`src/pkg/mfl_pkg.sv`:
```
// constants, register codes and states for the global command register bank
package mfl_pkg;
   // command byte layout
   localparam int CMD_RW_BIT = 7;
   localparam logic [6:0] REG_RES_LOW = 7'h30;
   localparam logic [6:0] REG_RES_HIGH = 7'h31;
   localparam logic [6:0] REG_METER_WINDOW = 7'h32;
   localparam logic [6:0] REG_METER_SEL = 7'h33;
   localparam logic [6:0] REG_GAP_COUNT = 7'h34;
   localparam logic [6:0] REG_BYTE_COUNT = 7'h35;
   localparam logic [6:0] REG_SEIZE_COUNT = 7'h36;
   localparam logic [6:0] REG_MARK_COUNT = 7'h37;
   localparam logic [6:0] REG_SEND_CTRL = 7'h38;
   localparam logic [6:0] REG_LOOP_PD = 7'h3C;
   // reset values
   localparam logic [7:0] RESET_BYTE = 8'h00;
   // meter select register fields
   localparam int MSEL_CH_LSB = 0;
   localparam int MSEL_MODE = 3;
   localparam int MSEL_ON = 4;
   localparam int MSEL_TF = 5;
   localparam int MSEL_TOI = 6;
   localparam logic [7:0] MSEL_MASK = 8'h7F;
   // sender control register fields
   localparam int SCTL_START = 0;
   localparam int SCTL_MAS = 1;
   localparam int SCTL_VARIANT = 2;
   localparam int SCTL_CH_LSB = 4;
   localparam int SCTL_ON = 7;
   localparam logic [7:0] SCTL_MASK = 8'hF7;
   // loop register fields
   localparam int LOOP_PD = 6;
   localparam logic [7:0] LOOP_MASK = 8'h5F;
   // message limits
   localparam logic [7:0] MAX_BYTES = 8'h40;
   localparam logic [3:0] CHAR_BITS = 4'hA;
   // timing
   localparam int CLK_MHZ = 125;
   localparam int FRAME_US = 125;
   localparam int FRAME_CYCLES = FRAME_US * CLK_MHZ;
   localparam int BIT_NS = 833333;
   localparam int BIT_CYCLES = (BIT_NS * CLK_MHZ) / 1000;
   // sender states
   typedef enum logic [2:0] {
      ST_IDLE = 3'b000,
      ST_SEIZE = 3'b001,
      ST_MARK = 3'b010,
      ST_DATA = 3'b011,
      ST_FLAG = 3'b100,
      ST_HOLD = 3'b101
   } mfl_state_t;
endpackage : mfl_pkg

```
`src/mfl_regs.sv`:
```
// global command registers with level meter and caller-id sender
`timescale 1ns/10ps
`default_nettype none
// Contract
// command byte: low seven bits code, top direction
// zero window copies sample straight to results
// window N accumulates over N frames
// three-bit field picks metered channel ascending
// mode clear passes compressed PCM to high
// mode set meters linear, ready in low
// meter runs only while its on bit set
// teletax bit: clear 16 kHz, set 12 kHz
// tone invert bit inverts dual tone output
// gap count inserts ones between message bytes
// byte count above 64 treated as 64
// zero bytes still marks while mark-after-message set
// seizure sends count pairs of zero-one bits
// mark phase sends count one bits
// software starts; hardware clears start at end
// all counts zero clears start immediately
// mark-after-message clear mutes after message
// mark-after-message set keeps sending ones
// variant bit selects regional signalling convention
// sender channel pick; sender runs while on
// five independent loopback enable bits
// power-down bit stops synthesizer and clocks
// reading high result clears ready bit
// seizure, mark, bytes with gaps, then end
module mfl_regs #(
   parameter int FRAME_CYCLES = mfl_pkg::FRAME_CYCLES,
   parameter int BIT_CYCLES = mfl_pkg::BIT_CYCLES
) (
   // clock and reset
   input wire logic core_clk,
   input wire logic rstn,
   // command port
   input wire logic cmd_valid,
   input wire logic [7:0] cmd_byte,
   input wire logic [7:0] cmd_wdata,
   output logic [7:0] rd_data,
   output logic rd_valid,
   // pcm samples of all eight channels
   input wire logic [127:0] pcm_linear,
   input wire logic [63:0] pcm_comp,
   // message bytes for the sender
   input wire logic msg_valid,
   input wire logic [7:0] msg_data,
   output logic msg_ready,
   // sender output
   output logic send_bit,
   output logic send_bit_strobe,
   output logic send_mute,
   output logic [2:0] sender_channel_pick,
   output logic signalling_variant,
   // codec controls
   output logic teletax_freq_bit,
   output logic tone_invert,
   output logic [4:0] loopback_select,
   output logic synth_power_down
);
   localparam int FW = $clog2(FRAME_CYCLES + 1);
   localparam int BW = $clog2(BIT_CYCLES + 1);
   logic [7:0] meter_window_count, meter_sel, marker_gap_count, byte_cnt_reg;
   logic [7:0] seizure_pair_count, mark_bit_count, send_ctrl, loop_reg;
   logic [7:0] meter_result_high, meter_result_low, next_mem0, next_mem1;
   logic meter_ready_bit;
   logic [7:0] next_window, next_sel, next_gap, next_bytes, next_seize, next_mark;
   logic [7:0] next_ctrl, next_loop, next_rd_data, next_res_high, next_res_low;
   logic next_rd_valid, next_ready;
   logic wr_en, rd_en, hw_clear_start, high_read, frame_tick;
   logic [6:0] code;
   assign code = cmd_byte[6:0];
   assign wr_en = cmd_valid && !cmd_byte[mfl_pkg::CMD_RW_BIT];
   assign rd_en = cmd_valid && cmd_byte[mfl_pkg::CMD_RW_BIT];
   assign high_read = rd_en && (code == mfl_pkg::REG_RES_HIGH);
   // register writes and reads
   always_comb begin
      next_window = meter_window_count;
      next_sel = meter_sel;
      next_gap = marker_gap_count;
      next_bytes = byte_cnt_reg;
      next_seize = seizure_pair_count;
      next_mark = mark_bit_count;
      next_ctrl = send_ctrl;
      next_loop = loop_reg;
      if (hw_clear_start) begin
         next_ctrl[mfl_pkg::SCTL_START] = 1'b0;
      end
      if (wr_en) begin
         unique case (code)
            mfl_pkg::REG_METER_WINDOW: next_window = cmd_wdata;
            mfl_pkg::REG_METER_SEL: next_sel = cmd_wdata & mfl_pkg::MSEL_MASK;
            mfl_pkg::REG_GAP_COUNT: next_gap = cmd_wdata;
            mfl_pkg::REG_BYTE_COUNT: next_bytes = cmd_wdata;
            mfl_pkg::REG_SEIZE_COUNT: next_seize = cmd_wdata;
            mfl_pkg::REG_MARK_COUNT: next_mark = cmd_wdata;
            // a start written in the clearing cycle wins
            mfl_pkg::REG_SEND_CTRL: next_ctrl = cmd_wdata & mfl_pkg::SCTL_MASK;
            mfl_pkg::REG_LOOP_PD: next_loop = cmd_wdata & mfl_pkg::LOOP_MASK;
            default: ;
         endcase
      end
      next_rd_valid = rd_en;
      next_rd_data = mfl_pkg::RESET_BYTE;
      if (rd_en) begin
         unique case (code)
            mfl_pkg::REG_RES_LOW: next_rd_data = {meter_result_low[7:1], meter_ready_bit};
            mfl_pkg::REG_RES_HIGH: next_rd_data = meter_result_high;
            mfl_pkg::REG_METER_WINDOW: next_rd_data = meter_window_count;
            mfl_pkg::REG_METER_SEL: next_rd_data = meter_sel;
            mfl_pkg::REG_GAP_COUNT: next_rd_data = marker_gap_count;
            mfl_pkg::REG_BYTE_COUNT: next_rd_data = byte_cnt_reg;
            mfl_pkg::REG_SEIZE_COUNT: next_rd_data = seizure_pair_count;
            mfl_pkg::REG_MARK_COUNT: next_rd_data = mark_bit_count;
            mfl_pkg::REG_SEND_CTRL: next_rd_data = send_ctrl;
            mfl_pkg::REG_LOOP_PD: next_rd_data = loop_reg;
            default: next_rd_data = mfl_pkg::RESET_BYTE;
         endcase
      end
   end
   always_ff @(posedge core_clk or negedge rstn) begin
      if (!rstn) begin
         meter_window_count <= mfl_pkg::RESET_BYTE;
         meter_sel <= mfl_pkg::RESET_BYTE;
         marker_gap_count <= mfl_pkg::RESET_BYTE;
         byte_cnt_reg <= mfl_pkg::RESET_BYTE;
         seizure_pair_count <= mfl_pkg::RESET_BYTE;
         mark_bit_count <= mfl_pkg::RESET_BYTE;
         send_ctrl <= mfl_pkg::RESET_BYTE;
         loop_reg <= mfl_pkg::RESET_BYTE;
         rd_data <= mfl_pkg::RESET_BYTE;
         rd_valid <= 1'b0;
      end else begin
         meter_window_count <= next_window;
         meter_sel <= next_sel;
         marker_gap_count <= next_gap;
         byte_cnt_reg <= next_bytes;
         seizure_pair_count <= next_seize;
         mark_bit_count <= next_mark;
         send_ctrl <= next_ctrl;
         loop_reg <= next_loop;
         rd_data <= next_rd_data;
         rd_valid <= next_rd_valid;
      end
   end
   assign teletax_freq_bit = meter_sel[mfl_pkg::MSEL_TF];
   assign tone_invert = meter_sel[mfl_pkg::MSEL_TOI];
   assign loopback_select = loop_reg[4:0];
   assign synth_power_down = loop_reg[mfl_pkg::LOOP_PD];
   assign signalling_variant = send_ctrl[mfl_pkg::SCTL_VARIANT];
   assign sender_channel_pick = send_ctrl[mfl_pkg::SCTL_CH_LSB +: 3];
   // frame tick divider, 8 kHz enable
   logic [FW-1:0] frame_cnt, next_frame_cnt;
   assign frame_tick = (frame_cnt == FW'(FRAME_CYCLES - 1));
   always_comb begin
      next_frame_cnt = frame_tick ? '0 : frame_cnt + FW'(1);
   end
   always_ff @(posedge core_clk or negedge rstn) begin
      if (!rstn) begin
         frame_cnt <= '0;
      end else begin
         frame_cnt <= next_frame_cnt;
      end
   end
   // level meter
   logic [15:0] lin_sample, lin_abs, peak, next_peak;
   logic [7:0] comp_sample, frames, next_frames;
   logic [2:0] meter_ch;
   assign meter_ch = meter_sel[mfl_pkg::MSEL_CH_LSB +: 3];
   assign lin_sample = pcm_linear[meter_ch*16 +: 16];
   assign comp_sample = pcm_comp[meter_ch*8 +: 8];
   assign lin_abs = lin_sample[15] ? 16'(~lin_sample + 16'h0001) : lin_sample;
   always_comb begin
      next_peak = peak;
      next_frames = frames;
      next_res_high = meter_result_high;
      next_res_low = meter_result_low;
      next_ready = meter_ready_bit && !high_read;
      if (!meter_sel[mfl_pkg::MSEL_ON]) begin
         next_peak = 16'h0000;
         next_frames = 8'h00;
      end else if (frame_tick) begin
         if (!meter_sel[mfl_pkg::MSEL_MODE]) begin
            next_res_high = comp_sample;
         end else if (meter_window_count == 8'h00) begin
            next_res_high = lin_sample[15:8];
            next_res_low = lin_sample[7:0];
            next_ready = 1'b1;
         end else begin
            if (lin_abs > peak) begin
               next_peak = lin_abs;
            end
            next_frames = frames + 8'h01;
            if (next_frames >= meter_window_count) begin
               next_res_high = next_peak[15:8];
               next_res_low = next_peak[7:0];
               next_ready = 1'b1;
               next_peak = 16'h0000;
               next_frames = 8'h00;
            end
         end
      end
   end
   always_ff @(posedge core_clk or negedge rstn) begin
      if (!rstn) begin
         peak <= 16'h0000;
         frames <= 8'h00;
         meter_result_high <= 8'h00;
         meter_result_low <= 8'h00;
         meter_ready_bit <= 1'b0;
      end else begin
         peak <= next_peak;
         frames <= next_frames;
         meter_result_high <= next_res_high;
         meter_result_low <= next_res_low;
         meter_ready_bit <= next_ready;
      end
   end
   // two-entry message buffer
   logic [7:0] buf_mem [2];
   logic [1:0] buf_cnt, next_buf_cnt;
   logic buf_wp, buf_rp, next_wp, next_rp, buf_pop, buf_push;
   assign msg_ready = (buf_cnt != 2'h2);
   assign buf_push = msg_valid && msg_ready;
   always_comb begin
      next_mem0 = (buf_push && !buf_wp) ? msg_data : buf_mem[0];
      next_mem1 = (buf_push && buf_wp) ? msg_data : buf_mem[1];
      next_wp = buf_wp ^ buf_push;
      next_rp = buf_rp ^ buf_pop;
      next_buf_cnt = 2'(buf_cnt + {1'b0, buf_push} - {1'b0, buf_pop});
   end
   always_ff @(posedge core_clk or negedge rstn) begin
      if (!rstn) begin
         buf_mem[0] <= 8'h00;
         buf_mem[1] <= 8'h00;
         buf_cnt <= 2'd0;
         buf_wp <= 1'b0;
         buf_rp <= 1'b0;
      end else begin
         buf_mem[0] <= next_mem0;
         buf_mem[1] <= next_mem1;
         buf_cnt <= next_buf_cnt;
         buf_wp <= next_wp;
         buf_rp <= next_rp;
      end
   end
   // caller-id sender
   mfl_pkg::mfl_state_t state, next_state;
   logic [8:0] cnt, next_cnt;
   logic [3:0] bit_idx, next_bit_idx;
   logic [7:0] bytes_left, next_bytes_left, shreg, next_shreg, eff_bytes;
   logic [BW-1:0] bit_cnt, next_bit_cnt;
   logic bit_tick, next_send_bit, next_mute, start, mark_after_message;
   assign start = send_ctrl[mfl_pkg::SCTL_START];
   assign mark_after_message = send_ctrl[mfl_pkg::SCTL_MAS];
   assign bit_tick = (state != mfl_pkg::ST_IDLE) && (bit_cnt == BW'(BIT_CYCLES - 1));
   assign eff_bytes = (byte_cnt_reg > mfl_pkg::MAX_BYTES) ? mfl_pkg::MAX_BYTES
                                                          : byte_cnt_reg;
   assign buf_pop = bit_tick && (state == mfl_pkg::ST_DATA) && (bit_idx == 4'd0)
                    && (buf_cnt != 2'd0);
   always_comb begin
      next_state = state;
      next_cnt = cnt;
      next_bit_idx = bit_idx;
      next_bytes_left = bytes_left;
      next_shreg = shreg;
      next_send_bit = send_bit;
      next_mute = send_mute;
      next_bit_cnt = (state == mfl_pkg::ST_IDLE || bit_tick) ? '0 : bit_cnt + BW'(1);
      hw_clear_start = 1'b0;
      if (!send_ctrl[mfl_pkg::SCTL_ON]) begin
         next_state = mfl_pkg::ST_IDLE;
         next_mute = 1'b1;
      end else begin
         unique case (state)
            mfl_pkg::ST_IDLE: begin
               next_mute = 1'b1;
               if (start) begin
                  next_bytes_left = eff_bytes;
                  next_bit_idx = 4'd0;
                  if (seizure_pair_count != 8'h00) begin
                     next_state = mfl_pkg::ST_SEIZE;
                     next_cnt = {seizure_pair_count, 1'b0};
                  end else if (mark_bit_count != 8'h00) begin
                     next_state = mfl_pkg::ST_MARK;
                     next_cnt = {1'b0, mark_bit_count};
                  end else if (eff_bytes != 8'h00) begin
                     next_state = mfl_pkg::ST_DATA;
                  end else begin
                     hw_clear_start = 1'b1;
                     next_state = mark_after_message ? mfl_pkg::ST_HOLD : mfl_pkg::ST_IDLE;
                  end
               end
            end
            mfl_pkg::ST_SEIZE: if (bit_tick) begin
               next_mute = 1'b0;
               next_send_bit = cnt[0];
               next_cnt = cnt - 9'd1;
               if (cnt == 9'd1) begin
                  if (mark_bit_count != 8'h00) begin
                     next_state = mfl_pkg::ST_MARK;
                     next_cnt = {1'b0, mark_bit_count};
                  end else if (bytes_left != 8'h00) begin
                     next_state = mfl_pkg::ST_DATA;
                  end else begin
                     hw_clear_start = 1'b1;
                     next_state = mark_after_message ? mfl_pkg::ST_HOLD : mfl_pkg::ST_IDLE;
                  end
               end
            end
            mfl_pkg::ST_MARK: if (bit_tick) begin
               next_mute = 1'b0;
               next_send_bit = 1'b1;
               next_cnt = cnt - 9'd1;
               if (cnt == 9'd1) begin
                  if (bytes_left != 8'h00) begin
                     next_state = mfl_pkg::ST_DATA;
                  end else begin
                     hw_clear_start = 1'b1;
                     next_state = mark_after_message ? mfl_pkg::ST_HOLD : mfl_pkg::ST_IDLE;
                  end
               end
            end
            mfl_pkg::ST_DATA: if (bit_tick) begin
               next_mute = 1'b0;
               if (bit_idx == 4'd0) begin
                  // waits on marks while the buffer is empty
                  next_send_bit = (buf_cnt == 2'd0);
                  if (buf_cnt != 2'd0) begin
                     next_shreg = buf_mem[buf_rp];
                     next_bit_idx = 4'd1;
                  end
               end else if (bit_idx == mfl_pkg::CHAR_BITS - 4'd1) begin
                  next_send_bit = 1'b1;
                  next_bit_idx = 4'd0;
                  next_bytes_left = bytes_left - 8'h01;
                  if (bytes_left == 8'h01) begin
                     hw_clear_start = 1'b1;
                     next_state = mark_after_message ? mfl_pkg::ST_HOLD : mfl_pkg::ST_IDLE;
                  end else if (marker_gap_count != 8'h00) begin
                     next_state = mfl_pkg::ST_FLAG;
                     next_cnt = {1'b0, marker_gap_count};
                  end
               end else begin
                  next_send_bit = shreg[0];
                  next_shreg = {1'b0, shreg[7:1]};
                  next_bit_idx = bit_idx + 4'd1;
               end
            end
            mfl_pkg::ST_FLAG: if (bit_tick) begin
               next_send_bit = 1'b1;
               next_cnt = cnt - 9'd1;
               if (cnt == 9'd1) begin
                  next_state = mfl_pkg::ST_DATA;
               end
            end
            mfl_pkg::ST_HOLD: begin
               if (!mark_after_message) begin
                  next_state = mfl_pkg::ST_IDLE;
                  next_mute = 1'b1;
               end else if (bit_tick) begin
                  next_mute = 1'b0;
                  next_send_bit = 1'b1;
               end
            end
            default: next_state = mfl_pkg::ST_IDLE;
         endcase
      end
   end
   always_ff @(posedge core_clk or negedge rstn) begin
      if (!rstn) begin
         state <= mfl_pkg::ST_IDLE;
         cnt <= 9'd0;
         bit_idx <= 4'd0;
         bytes_left <= 8'h00;
         shreg <= 8'h00;
         bit_cnt <= '0;
         send_bit <= 1'b1;
         send_mute <= 1'b1;
         send_bit_strobe <= 1'b0;
      end else begin
         state <= next_state;
         cnt <= next_cnt;
         bit_idx <= next_bit_idx;
         bytes_left <= next_bytes_left;
         shreg <= next_shreg;
         bit_cnt <= next_bit_cnt;
         send_bit <= next_send_bit;
         send_mute <= next_mute;
         send_bit_strobe <= bit_tick && send_ctrl[mfl_pkg::SCTL_ON];
      end
   end
endmodule : mfl_regs
`default_nettype wire

```
`config.mk`:
```
export PLATFORM = sky130hd
export DESIGN_NAME = mfl_regs
export DESIGN_NICKNAME = d
export VERILOG_FILES = /design/src/pkg/mfl_pkg.sv /design/src/mfl_regs.sv
export SDC_FILE = /design/constraint.sdc
export NUM_CORES = 1
export LEC_CHECK = 0
export BUFFER_PORTS_ARGS = -buffer_cell sky130_fd_sc_hd__buf_2
export CAP_MARGIN = 20
export CORE_MARGIN = 4
export CORE_UTILIZATION = 57
export CTS_CLUSTER_DIAMETER = 40
export DETAILED_ROUTE_END_ITERATION = 12
export PLACE_DENSITY = 0.82
export RECOVER_POWER = 25
export REMOVE_ABC_BUFFERS = 1
export SKIP_CTS_REPAIR_TIMING = 1
export SYNTH_ARGS = -nofsm -noshare
export SYNTH_HDL_FRONTEND = slang
export SYNTH_SLANG_ARGS = --single-unit
```
`constraint.sdc`:
```
create_clock -name core_clk -period 5.5 [get_ports core_clk]
set_input_delay 0.55 -clock core_clk [delete_from_list [all_inputs] [get_ports core_clk]]
set_output_delay 0.55 -clock core_clk [all_outputs]
set_load 0.05 [all_outputs]
```
# == Word level (Yosys, flattened, before mapping) ==
# Index checks and enable logic that the tools add are counted.
# op_classes
div_mod_pow,0
n_bitwise,4
reduce_logical,50
muxes,108
n_lt_le_gt_ge,4
addsub,9
n_shift,2
eq_ne,51
multipliers,0
# op_table
op,n
2-to-1 mux 8 bit,22
variable part select 128 x 8 -> 16 bit,1
2-to-1 mux 16 bit,7
2-to-1 mux 9 bit,12
case mux 8 bit (10 select lines),1
"equality test 7 x 6 -> 1 bit, second input constant",10
variable part select 64 x 7 -> 8 bit,1
2-to-1 mux 3 bit,20
nonzero test 8 bit,5
case mux 9 bit (4 select lines),1
2-to-1 mux 1 bit,32
"!= test 3 bit, second input constant",10
2-to-1 mux 4 bit,5
"!= test 2 bit, second input constant",10
case mux 3 bit (6 select lines),1
"adder 17 x 1 -> 17 bit, second input constant",1
"equality test 17 bit, second input constant",1
2-to-1 mux 17 bit,1
"adder 16 x 1 -> 16 bit, second input constant",1
greater-than comparator 16 bit,1
NOT 16 bit,1
case mux 8 bit (2 select lines),1
AND reduction 2 bit,8
AND reduction 5 bit,3
other kinds (44),72
# totals
latch_bits,0
ramBits,0
register_bits,196
rom_bits,0
mem_count,0

# == Depth between registers and ports, before layout ==
# Gate-level depths: netlist of the first run.
# depth
depth_word,12
ltp_mapped,21

# == Worst setup path after synthesis of the first run ==
# No wires, ideal clock.
# synth_path
path_type,register to register
from,register meter_sel[0]
to,register meter_result_low[5]
arrival_ps,4124
required_ps,5362
path_stages_with_launch,22
synth_period_minus_slack_ps,4262
setup_slack_ps,1238
setup_time_ps,138
path_cell_list,dfrtp_1 buf_6 buf_12 buf_6 mux4_2 mux2i_2 ha_1 nand4_1 nor2_1 nand3_1 nand2_1 xor2_1 ha_1 nand2_1 nor3_1 a221o_1 and2_1 clkbuf_1 clkbuf_1 nor2_1 a21oi_1 o221ai_1
# synth_via
elab_chain_len,8
# synth_lines
item,line,text
"start, declared",mfl_regs.sv:63,"logic [7:0] meter_window_count, meter_sel, marker_gap_count, byte_cnt_reg;"
"start signal, assigned",mfl_regs.sv:124,meter_sel <= mfl_pkg::RESET_BYTE;
"start signal, assigned",mfl_regs.sv:135,meter_sel <= next_sel;
variable part select 128 x 8 -> 16 bit *,mfl_regs.sv:170,assign lin_sample = pcm_linear[meter_ch*16 +: 16];
NOT 16 bit,mfl_regs.sv:172,assign lin_abs = lin_sample[15] ? 16'(~lin_sample + 16'h0001) : lin_sample;
adder 16 x 1 -> 16 bit,mfl_regs.sv:172,
2-to-1 mux 16 bit,mfl_regs.sv:172,
greater-than comparator 16 bit,mfl_regs.sv:190,if (lin_abs > peak) begin
2-to-1 mux 16 bit,mfl_regs.sv:190,
2-to-1 mux 8 bit,mfl_regs.sv:194,if (next_frames >= meter_window_count) begin
2-to-1 mux 8 bit *,mfl_regs.sv:185,end else if (meter_window_count == 8'h00) begin
"end signal, assigned",mfl_regs.sv:215,meter_result_low <= next_res_low;
"end, declared",mfl_regs.sv:65,"logic [7:0] meter_result_high, meter_result_low, next_mem0, next_mem1;"
# Mark *: on every way between the ends. The rest lies on a longest branch, timed or not. The select of a mux whose other input is x is not followed.
# A chain may end at the register's enable or synchronous reset.

# == Worst setup path in the final report of the first run ==
# layout_path
from,register meter_sel[0]
to,register peak[3]
# layout_via
elab_chain_len,11
# layout_lines
item,line,text
variable part select 128 x 8 -> 16 bit *,mfl_regs.sv:170,
NOT 16 bit,mfl_regs.sv:172,
adder 16 x 1 -> 16 bit,mfl_regs.sv:172,
2-to-1 mux 16 bit *,mfl_regs.sv:172,
greater-than comparator 16 bit,mfl_regs.sv:190,
2-to-1 mux 16 bit *,mfl_regs.sv:190,
2-to-1 mux 16 bit *,mfl_regs.sv:194,
2-to-1 mux 16 bit *,mfl_regs.sv:185,
2-to-1 mux 16 bit *,mfl_regs.sv:183,if (!meter_sel[mfl_pkg::MSEL_MODE]) begin
2-to-1 mux 16 bit *,mfl_regs.sv:182,end else if (frame_tick) begin
2-to-1 mux 16 bit *,mfl_regs.sv:179,if (!meter_sel[mfl_pkg::MSEL_ON]) begin
"end signal, assigned",mfl_regs.sv:212,peak <= next_peak;
"end, declared",mfl_regs.sv:166,"logic [15:0] lin_sample, lin_abs, peak, next_peak;"
# Marked as above.

==> flow_summary.toml, run 1 <==
[outcome]
status = "finished, violations left"
violations = "max-capacitance violations, max-slew violations"

[setup_path]
cp_max_fo = 24
crit_path_start_kind = "flop"
cp.required_ps = 5880
end_kind = "flop"
criticalPathCategory = "reg -> reg"
reg2reg_depth = 15
worstPathArrival_ps = 5510

[global_route]
grtUsageMet1_pct = 36.0
grtUsageMet3_pct = 4.73
antenna_found_initial = 0
busiest_layer = "met2"
overflow = 0
grt_max_degree = 102
grt_pass1_wl_mm = 56.1
grt_use_total_pct = 28.4
grt_pass1_vias = 11088
grt_use_met2_pct = 48.3

[power_and_ir_drop]
pwr-share-clk_pct = 27.3
p_seq_share_pct = 39.3
powerDensity_mw_per_mm2 = 312
switchingPower_mw = 1.71
p_comb_share_pct = 33.4
switching_share_pct = 37.6
p_int_mw = 2.85
power.leakage_nw = 6.61
ir_drop_mv = 0.235

[synth]
synthMuxAreaShare_pct = 19.8
yosys-top-cells-area = "dfrtp_1 (38%), mux4_2 (7.1%), mux2_2 (7.0%), ha_1 (4.1%), nand2_1 (3.4%)"
syn-cell-area_mm2 = 0.0126
synth_compound_area_share_pct = 15.7
ys_ff_latch = 195
async_flop_share_pct = 100
yosysTopAreaCell = "dfrtp_1"
synthDistinctLibCells = 76
synth-xor-area-share_pct = 3.53
synth_top_family_by_area = "multiplexers"
synthCells = 1266
synthSimpleGateAreaFrac_pct = 14.2
synthAdderAreaFrac_pct = 4.06
ys_seq_area_share_pct = 38.7
synth_edf_count = 0
yosys_warnings = 0
yosysTopAreaCellShare_pct = 38.2
ys.flop_type = "dfrtp_1"
syn_avg_cell_area_um2 = 9.97

[drt]
routedWlPerCell_um = 20.1
drc = 0
via_per_inst = 6.38
drtIter0Drc = 1063
wirelength_mm = 35.6
firstDrtPassIters = 6
vias = 11313
ant_nets = 0

[sta]
skew_ps = 13.0
relSlewSlack_pct = -198
timing.fmax_ghz = 0.195
report.final.slew_viol_count = 102
timing.hold.ws_ps = 344
tightest_slew_ps = 4470
rsz0062_at_grt = "no"
finalSetupViolCount = 0
hold_viol_final = 0
fin_crit_sh_pct = 93.2
fin_ws_ps = 373
finalCriticalPeriod_ps = 5130

[final_layout]
largest_reg_flops = 17
largestRegisters = "bit_cnt: 17 flops, buf_mem: 16 flops, peak: 16 flops"
num-nets-final = 1740
diodes = 0
drive_gt1_share_pct = 29.0
final_cells = 1772
nFillCells = 1670
syn2layout_area_growth_pct = 15.8
largest_register = "bit_cnt"

[cts]
cts_tree = "done"
clkLatencyLatePin_ps = 440
htreeDepth = 4
cts_root_buf = "clkbuf_16"
clockBufferDepth = 2
clock_sinks = 195
cts_made_buffers = 17
clk_pin_slew_worst_paths_ps = 80

[placement]
io_buffer_count = 244
place.gp.congestion = 0.979
hpwl_mm = 26.4
dpl.cell_count = 1740
place_ws_ps = 493

[floorplanning]
die_x_um = 157
ios = 245
core_area_mm2 = 0.0218
initial_utilization_pct = 57.9
rows = 54
die_area_mm2 = 0.0246
fp.dieH_um = 157

[hold_path]
hp-class = "in -> reg"
holdPathStages = 2

[job]
drv_cap = 1
worst max-delay path, stage by stage, from the launching register on:
cell	delay, ps
dfrtp_4	690
mux4_2	570
mux2i_2	340
ha_1	270
nand4_1	180
nor2_1	260
nand3_1	130
nand2_1	110
xor2_1	90
ha_1	360
nand2_1	80
nor3_1	260
a221o_1	260
nand2_1	320
nor2_1	880
a22o_1	240
final timing paths:
path                               from     endpoint  slack, ps
min in group asynchronous          rstn  buf_mem[11]       1810
hold / removal              msg_data[1]   buf_mem[1]        340
setup reg to reg           meter_sel[0]      peak[3]        370
setup / recovery           meter_sel[0]      peak[3]        370
hold reg to reg                shreg[4]     shreg[4]        490
max in group asynchronous          rstn   rd_data[2]       1140
kinds of logic after synthesis:
| group | Yosys count |
|---|---|
| DFF | 195 |
| muxes | 174 |
| buffers and inverters | 115 |
| adders and majority gates | 41 |
| and+or+nand+nor | 384 |
| xor gates and xnor gates | 50 |
| AOI/OAI and AO/OA | 307 |
synthesized netlist by cell type (4+ instances only):
library cell / n
o21ai_0: 77
mux2i_1: 41
nand4_1: 10
o22ai_1: 14
nor2_1: 104
a22o_1: 25
clkbuf_1: 41
xor2_1: 27
mux2i_2: 5
nand2_1: 116
o31ai_1: 12
or3_1: 6
buf_1: 9
nand2b_1: 8
a21oi_1: 73
inv_1: 47
a21o_1: 9
nand3_1: 44
mux4_2: 40
mux2_2: 79
and2_1: 9
a311oi_1: 4
dfrtp_1: 193
ha_1: 41
a32oi_1: 4
nor3_1: 32
xnor2_1: 22
a22oi_1: 10
o211ai_1: 7
nor4_1: 11
a31oi_1: 17
a211oi_1: 15
nor2b_1: 6
and3_1: 19
mux4_1: 7
buf_2: 10
through the flow:
stage | cell area, um2 | util [%] | total power, mW | TNS, ps
final | 14600 | 67.0 | 4.56 | 0
after global routing | 14600 | 67.0 | 4.83 | 0
after CTS | 14600 | 67.0 | 4.55 | 0
after detailed placement | 14000 | 64.2 | 3.31 | 0
after global placement | 14000 | 64.2 | 3.25 | 0
after floorplan | 12300 | - | 2.84 | -1390
cell type report:
| cell class | instances | area [um2] | area share, % |
|---|---|---|---|
| Multi-Input combinational cell | 956 | 7240 | 49.5 |
| Sequential cell | 195 | 4890 | 33.4 |
| Timing Repair Buffer | 261 | 1360 | 9.28 |
| Clock buffer | 18 | 439 | 3.00 |
| Tap cell | 280 | 350 | 2.40 |
| Inverter | 48 | 180 | 1.23 |
| Clock inverter | 14 | 163 | 1.11 |
layer usage:
metal	part of all wire [%]	vias up
li1	-	5140
met1	38	5554
met2	51	530
met3	6.9	89
met4	3.4	0
met5	0	-
placed cells by master, fill, tap and decap left out, drive strengths merged, types with 15 or more instances in the layout:
| cell type | synthesis | layout |
|---|---|---|
| nand2 | 117 | 117 |
| o21ai | 80 | 80 |
| a211oi | 15 | 15 |
| mux2i | 48 | 48 |
| nand3 | 44 | 44 |
| mux2 | 79 | 79 |
| clkbuf | 41 | 18 |
| nor3 | 34 | 34 |
| a31oi | 17 | 17 |
| and3 | 19 | 19 |
| mux4 | 47 | 47 |
| inv | 47 | 54 |
| ha | 41 | 41 |
| a21oi | 73 | 73 |
| xnor2 | 23 | 23 |
| buf | 26 | 260 |
| dfrtp | 193 | 193 |
| xor2 | 27 | 27 |
| nor2 | 104 | 104 |
| a22o | 25 | 25 |
power groups by stage:
stage | Combinational, mW | Sequential, mW | Clock, mW
finish | 1.53 | 1.79 | 1.25
CTS | 1.51 | 1.78 | 1.26
floorplan | 1.05 | 1.79 | 0
detailed placement | 1.50 | 1.81 | 0
global placement | 1.45 | 1.80 | 0
global route | 1.69 | 1.81 | 1.33
No activity file was read; power rests on OpenSTA's default activity.
==> run 2, diff against run 1 <==
--- a/config.mk
+++ b/config.mk
@@ -12,7 +12,7 @@
 export CTS_CLUSTER_DIAMETER = 40
 export DETAILED_ROUTE_END_ITERATION = 12
 export PLACE_DENSITY = 0.82
-export RECOVER_POWER = 25
+export RECOVER_POWER = 50
 export REMOVE_ABC_BUFFERS = 1
 export SKIP_CTS_REPAIR_TIMING = 1
 export SYNTH_ARGS = -nofsm -noshare
==> flow_summary.toml, run 2 (synthesized netlist as in run 1, its figures left out) <==
[sta]
tightest_slew_ps = 4460
skew_ps = 13.3
report.final.slew_viol_count = 102
finalSetupViolCount = 0
hold_viol_final = 0
relSlewSlack_pct = -197
rsz0062_at_grt = "no"
fin_ws_ps = 372
finalCriticalPeriod_ps = 5130
fin_crit_sh_pct = 93.2
timing.fmax_ghz = 0.195

[drt]
firstDrtPassIters = 6
ant_nets = 0
vias = 11316
via_per_inst = 6.39
routedWlPerCell_um = 20.1
wirelength_mm = 35.6
drc = 0
drtIter0Drc = 1064

[final_layout]
largest_reg_flops = 17
final_cell_mix = "buf_2 (238), dfrtp_1 (190), nand2_1 (116)"
syn2layout_area_growth_pct = 15.7
final_common_cell = "buf_2"
largestRegisters = "bit_cnt: 17 flops, buf_mem: 16 flops, peak: 16 flops"
diodes = 0
num-nets-final = 1740
largest_register = "bit_cnt"
drive_gt1_share_pct = 28.7

[setup_path]
cp.depth = 15
crit_family = "simple AND/OR/NAND/NOR gates"
cp_max_fo = 24
critPathMostFrequentCell = "nand2_1"
worst-path-buf-inv = 0
cp_slowest_cell = "nor2_1"
cp_cell_sequence = "mux4_2, mux2i_2, ha_1, nand4_1, nor2_1, nand3_1, nand2_1, xor2_1, ha_1, nand2_1, nor3_1, a221o_1, nand2_1, nor2_1, a22o_1"
cp.required_ps = 5880
crit_path_start_kind = "flop"
end_kind = "flop"
slowest_delay_ps = 880
worstPathArrival_ps = 5510
reg2reg_depth = 15
criticalPathCategory = "reg -> reg"

[cts]
cts_root_buf = "clkbuf_16"
clkLatencyLatePin_ps = 440
htreeDepth = 4
clock_sinks = 195
clockBufferDepth = 2
cts_made_buffers = 17
clk_pin_slew_worst_paths_ps = 80
cts_tree = "done"

[global_route]
grt_pass1_wl_mm = 56.1
overflow = 0
grt_max_degree = 102
antenna_found_initial = 0
grt_pass1_vias = 11088
grt_use_total_pct = 28.4

[floorplanning]
fp.dieH_um = 157
ios = 245
core_area_mm2 = 0.0218
die_x_um = 157
rows = 54
die_area_mm2 = 0.0246
initial_utilization_pct = 57.9

[placement]
place_ws_ps = 493
place.gp.congestion = 0.979
io_buffer_count = 244
hpwl_mm = 26.4

[power_and_ir_drop]
ir_drop_mv = 0.234
p_total_mw = 4.56
power.leakage_nw = 6.59
powerDensity_mw_per_mm2 = 312

[hold_path]
hp-class = "in -> reg"
holdPathStages = 2

[job]
drv_cap = 1

[outcome]
violations = "max-capacitance violations, max-slew violations"
status = "finished, violations left"
## run 2: changes by cell type in the layout (fill, tap and decap cells not counted), sizes merged
cell	before	now
buf	260	255
clkbuf	18	23
## run 2: metal layers
metal	share of wire [%]	routed length, um	GRT usage (%)
met1	38	13600	36.0
met2	51	18200	48.3
met4	3.4	1230	12.2
met3	7.2	2550	4.73
met5	0	0	0
## run 2: cell type report
cell class | count | area (um2)
clock buffers | 18 | 439
flip-flops and latches | 195 | 4890
fillers | 1671 | 7210
multi-input cells | 956 | 7240
well taps | 280 | 350
inverters | 48 | 180
repair buffers | 261 | 1350
clock inverters | 14 | 163
## run 2: report_power, final
group          total [mW]  leakage, nW  switching, mW  internal (mW)
logic                1.52         3.75          0.892          0.633
registers            1.79         2.55          0.200           1.59
clock network        1.25        0.294          0.621          0.625
total                4.56         6.59           1.71           2.85
## run 2: through the flow
step	hold slack, ps	cell area [um2]	utilization [%]	instances	TNS (ps)
after CTS	213	14600	67.0	1772	0
after global placement	459	14000	64.2	1740	0
final	344	14600	67.0	1772	0
after detailed placement	471	14000	64.2	1740	0
after floorplan	254	12300	-	1199	-1390
after global routing	335	14600	67.0	1772	0
## run 2: path summary, 6_finish.rpt
path / startpoint / end / slack, ps
worst max-delay path: meter_sel[0] / peak[3] / 370
min in group asynchronous: rstn / buf_mem[11] / 1810
worst min-delay path: msg_data[1] / buf_mem[1] / 340
worst max register to register: meter_sel[0] / peak[3] / 370
max in group asynchronous: rstn / rd_data[2] / 1140
worst min register to register: shreg[4] / shreg[4] / 490
## run 2: worst register-to-register path, cell delays in order, from the launching register on
cell and delay (ps):
dfrtp_4 690, mux4_2 590, mux2i_2 340, ha_1 270, nand4_1 190, nor2_1 260
nand3_1 130, nand2_1 110, xor2_1 90, ha_1 360, nand2_1 80, nor3_1 260
a221o_1 260, nand2_1 320, nor2_1 880, a22o_1 240
==> run 3, diff against run 2 <==
--- a/config.mk
+++ b/config.mk
@@ -11,7 +11,8 @@
 export CORE_UTILIZATION = 57
 export CTS_CLUSTER_DIAMETER = 40
 export DETAILED_ROUTE_END_ITERATION = 12
-export PLACE_DENSITY = 0.82
+export GPL_ROUTABILITY_DRIVEN = 0
+export PLACE_DENSITY = 0.92
 export RECOVER_POWER = 50
 export REMOVE_ABC_BUFFERS = 1
 export SKIP_CTS_REPAIR_TIMING = 1
==> flow_summary.toml, run 3 (synthesized netlist as in run 1, its figures left out) <==
[setup_path]
end_kind = "flop"
worstPathArrival_ps = 5520
cp.required_ps = 5880
reg2reg_depth = 15
slowest_delay_ps = 850
criticalPathCategory = "reg -> reg"
crit_path_start_kind = "flop"
cp_cell_sequence = "mux4_2, mux2i_2, ha_1, nand4_1, nor2_1, a21oi_1, xnor2_1, ha_1, a21o_1, a21oi_1, o21ai_0, a221o_1, nand2_1, nor2_1, a22o_1"
cp_slowest_cell = "nor2_1"
cp_max_fo = 25

[global_route]
grt_pass1_wl_mm = 57.7
grt_max_degree = 120
antenna_found_initial = 4
overflow = 0
grt_pass1_vias = 11466
grt_use_total_pct = 29.3

[drt]
via_per_inst = 6.50
drtIter0Drc = 1278
vias = 11539
drc = 0
firstDrtPassIters = 8
wirelength_mm = 36.8
routedWlPerCell_um = 20.8
ant_nets = 0

[cts]
htreeDepth = 4
cts_tree = "done"
clkLatencyLatePin_ps = 450
clockBufferDepth = 2
cts_root_buf = "clkbuf_16"
clk_pin_slew_worst_paths_ps = 80
clock_sinks = 195
cts_made_buffers = 17

[power_and_ir_drop]
p_total_mw = 4.57
ir_drop_mv = 0.164
power.leakage_nw = 6.56
powerDensity_mw_per_mm2 = 313

[sta]
finalCriticalPeriod_ps = 5150
timing.fmax_ghz = 0.194
rsz0062_at_grt = "no"
skew_ps = 14.2
finalSetupViolCount = 0
relSlewSlack_pct = -94.2
fin_crit_sh_pct = 93.6
report.final.slew_viol_count = 153
tightest_slew_ps = 2910
hold_viol_final = 0

[final_layout]
final_core_util_pct = 66.9
syn2layout_area_growth_pct = 15.6
drive_gt1_share_pct = 28.4
largest_register = "bit_cnt"
final_cell_mix = "buf_2 (236), dfrtp_1 (190), nand2_1 (116)"
fin_area_mm2 = 0.0146
largest_reg_flops = 17
final_common_cell = "buf_2"
num-nets-final = 1739
largestRegisters = "bit_cnt: 17 flops, buf_mem: 16 flops, peak: 16 flops"

[floorplanning]
rows = 54
fp.dieH_um = 157
initial_utilization_pct = 57.9
ios = 245
die_area_mm2 = 0.0246
core_area_mm2 = 0.0218
die_x_um = 157

[placement]
postPlaceCellArea_mm2 = 0.0140
hpwl_mm = 27.0
io_buffer_count = 244

[hold_path]
hp-class = "in -> reg"
holdPathStages = 2

[job]
drv_cap = 2

[outcome]
violations = "max-capacitance violations, max-slew violations"
status = "finished, violations left"
==> run 3: cell types whose count changed in the layout (fill, tap and decap cells not counted) <==
cell / delta
clkbuf_8: -1
buf_4: -4
dlymetal6s4s_1: -1
inv_6: +1
clkinv_4: -1
clkinv_8: +1
diode_2: +3
clkbuf_2: +2
clkbuf_1: +4
buf_2: -2
==> run 3: final cells by class <==
type	count	area [um2]
Antenna cell	3	7.51
Clock buffer	17	425
Clock inverter	15	179
Fill cell	1580	7230
Inverter	48	180
Multi-Input combinational cell	956	7240
Sequential cell	195	4890
Tap cell	280	350
Timing Repair Buffer	260	1320
==> run 3: layer usage <==
layer | vias to the layer above | GRT usage, % | share of wire (%)
met5 | - | 0 | 0.019
met4 | 2 | 14.7 | 5.0
met3 | 162 | 5.59 | 9.1
met2 | 762 | 50.7 | 51
met1 | 5487 | 35.0 | 35
li1 | 5126 | - | -
==> run 3: worst paths after layout <==
kind	start	to	slack, ps
worst min register to register	shreg[3]	shreg[3]	480
worst max-delay path	meter_sel[0]	peak[14]	350
worst max register to register	meter_sel[0]	peak[14]	350
min in group asynchronous	rstn	buf_mem[12]	1030
max in group asynchronous	rstn	meter_sel[0]	1480
worst min-delay path	msg_data[4]	buf_mem[12]	350
==> run 3: power by group <==
| group | switching (mW) | internal, mW |
|---|---|---|
| Sequential | 0.197 | 1.59 |
| Combinational | 0.891 | 0.634 |
| Clock | 0.638 | 0.618 |
==> run 3: stage by stage <==
| step | setup TNS [ps] | hold slack (ps) | instances | setup WS, ps |
|---|---|---|---|---|
| 2_1_floorplan | -1390 | 254 | 1199 | -88.6 |
| 6_report | 0 | 346 | 1774 | 354 |
| 3_3_place_gp | 0 | 461 | 1738 | 792 |
| 5_1_grt | 0 | 335 | 1774 | 30.6 |
| 3_5_place_dp | 0 | 466 | 1738 | 596 |
| 4_1_cts | 0 | 282 | 1770 | 571 |
==> run 3: critical path: cells and delay by family, from the launching register on <==
| kind | cells | cell delay (ps) |
|---|---|---|
| fa+ha+maj | 2 | 490 |
| compound gates | 6 | 1080 |
| xor+xnor | 1 | 310 |
| mux | 2 | 960 |
| simple gates | 4 | 1510 |
| flops | 1 | 690 |
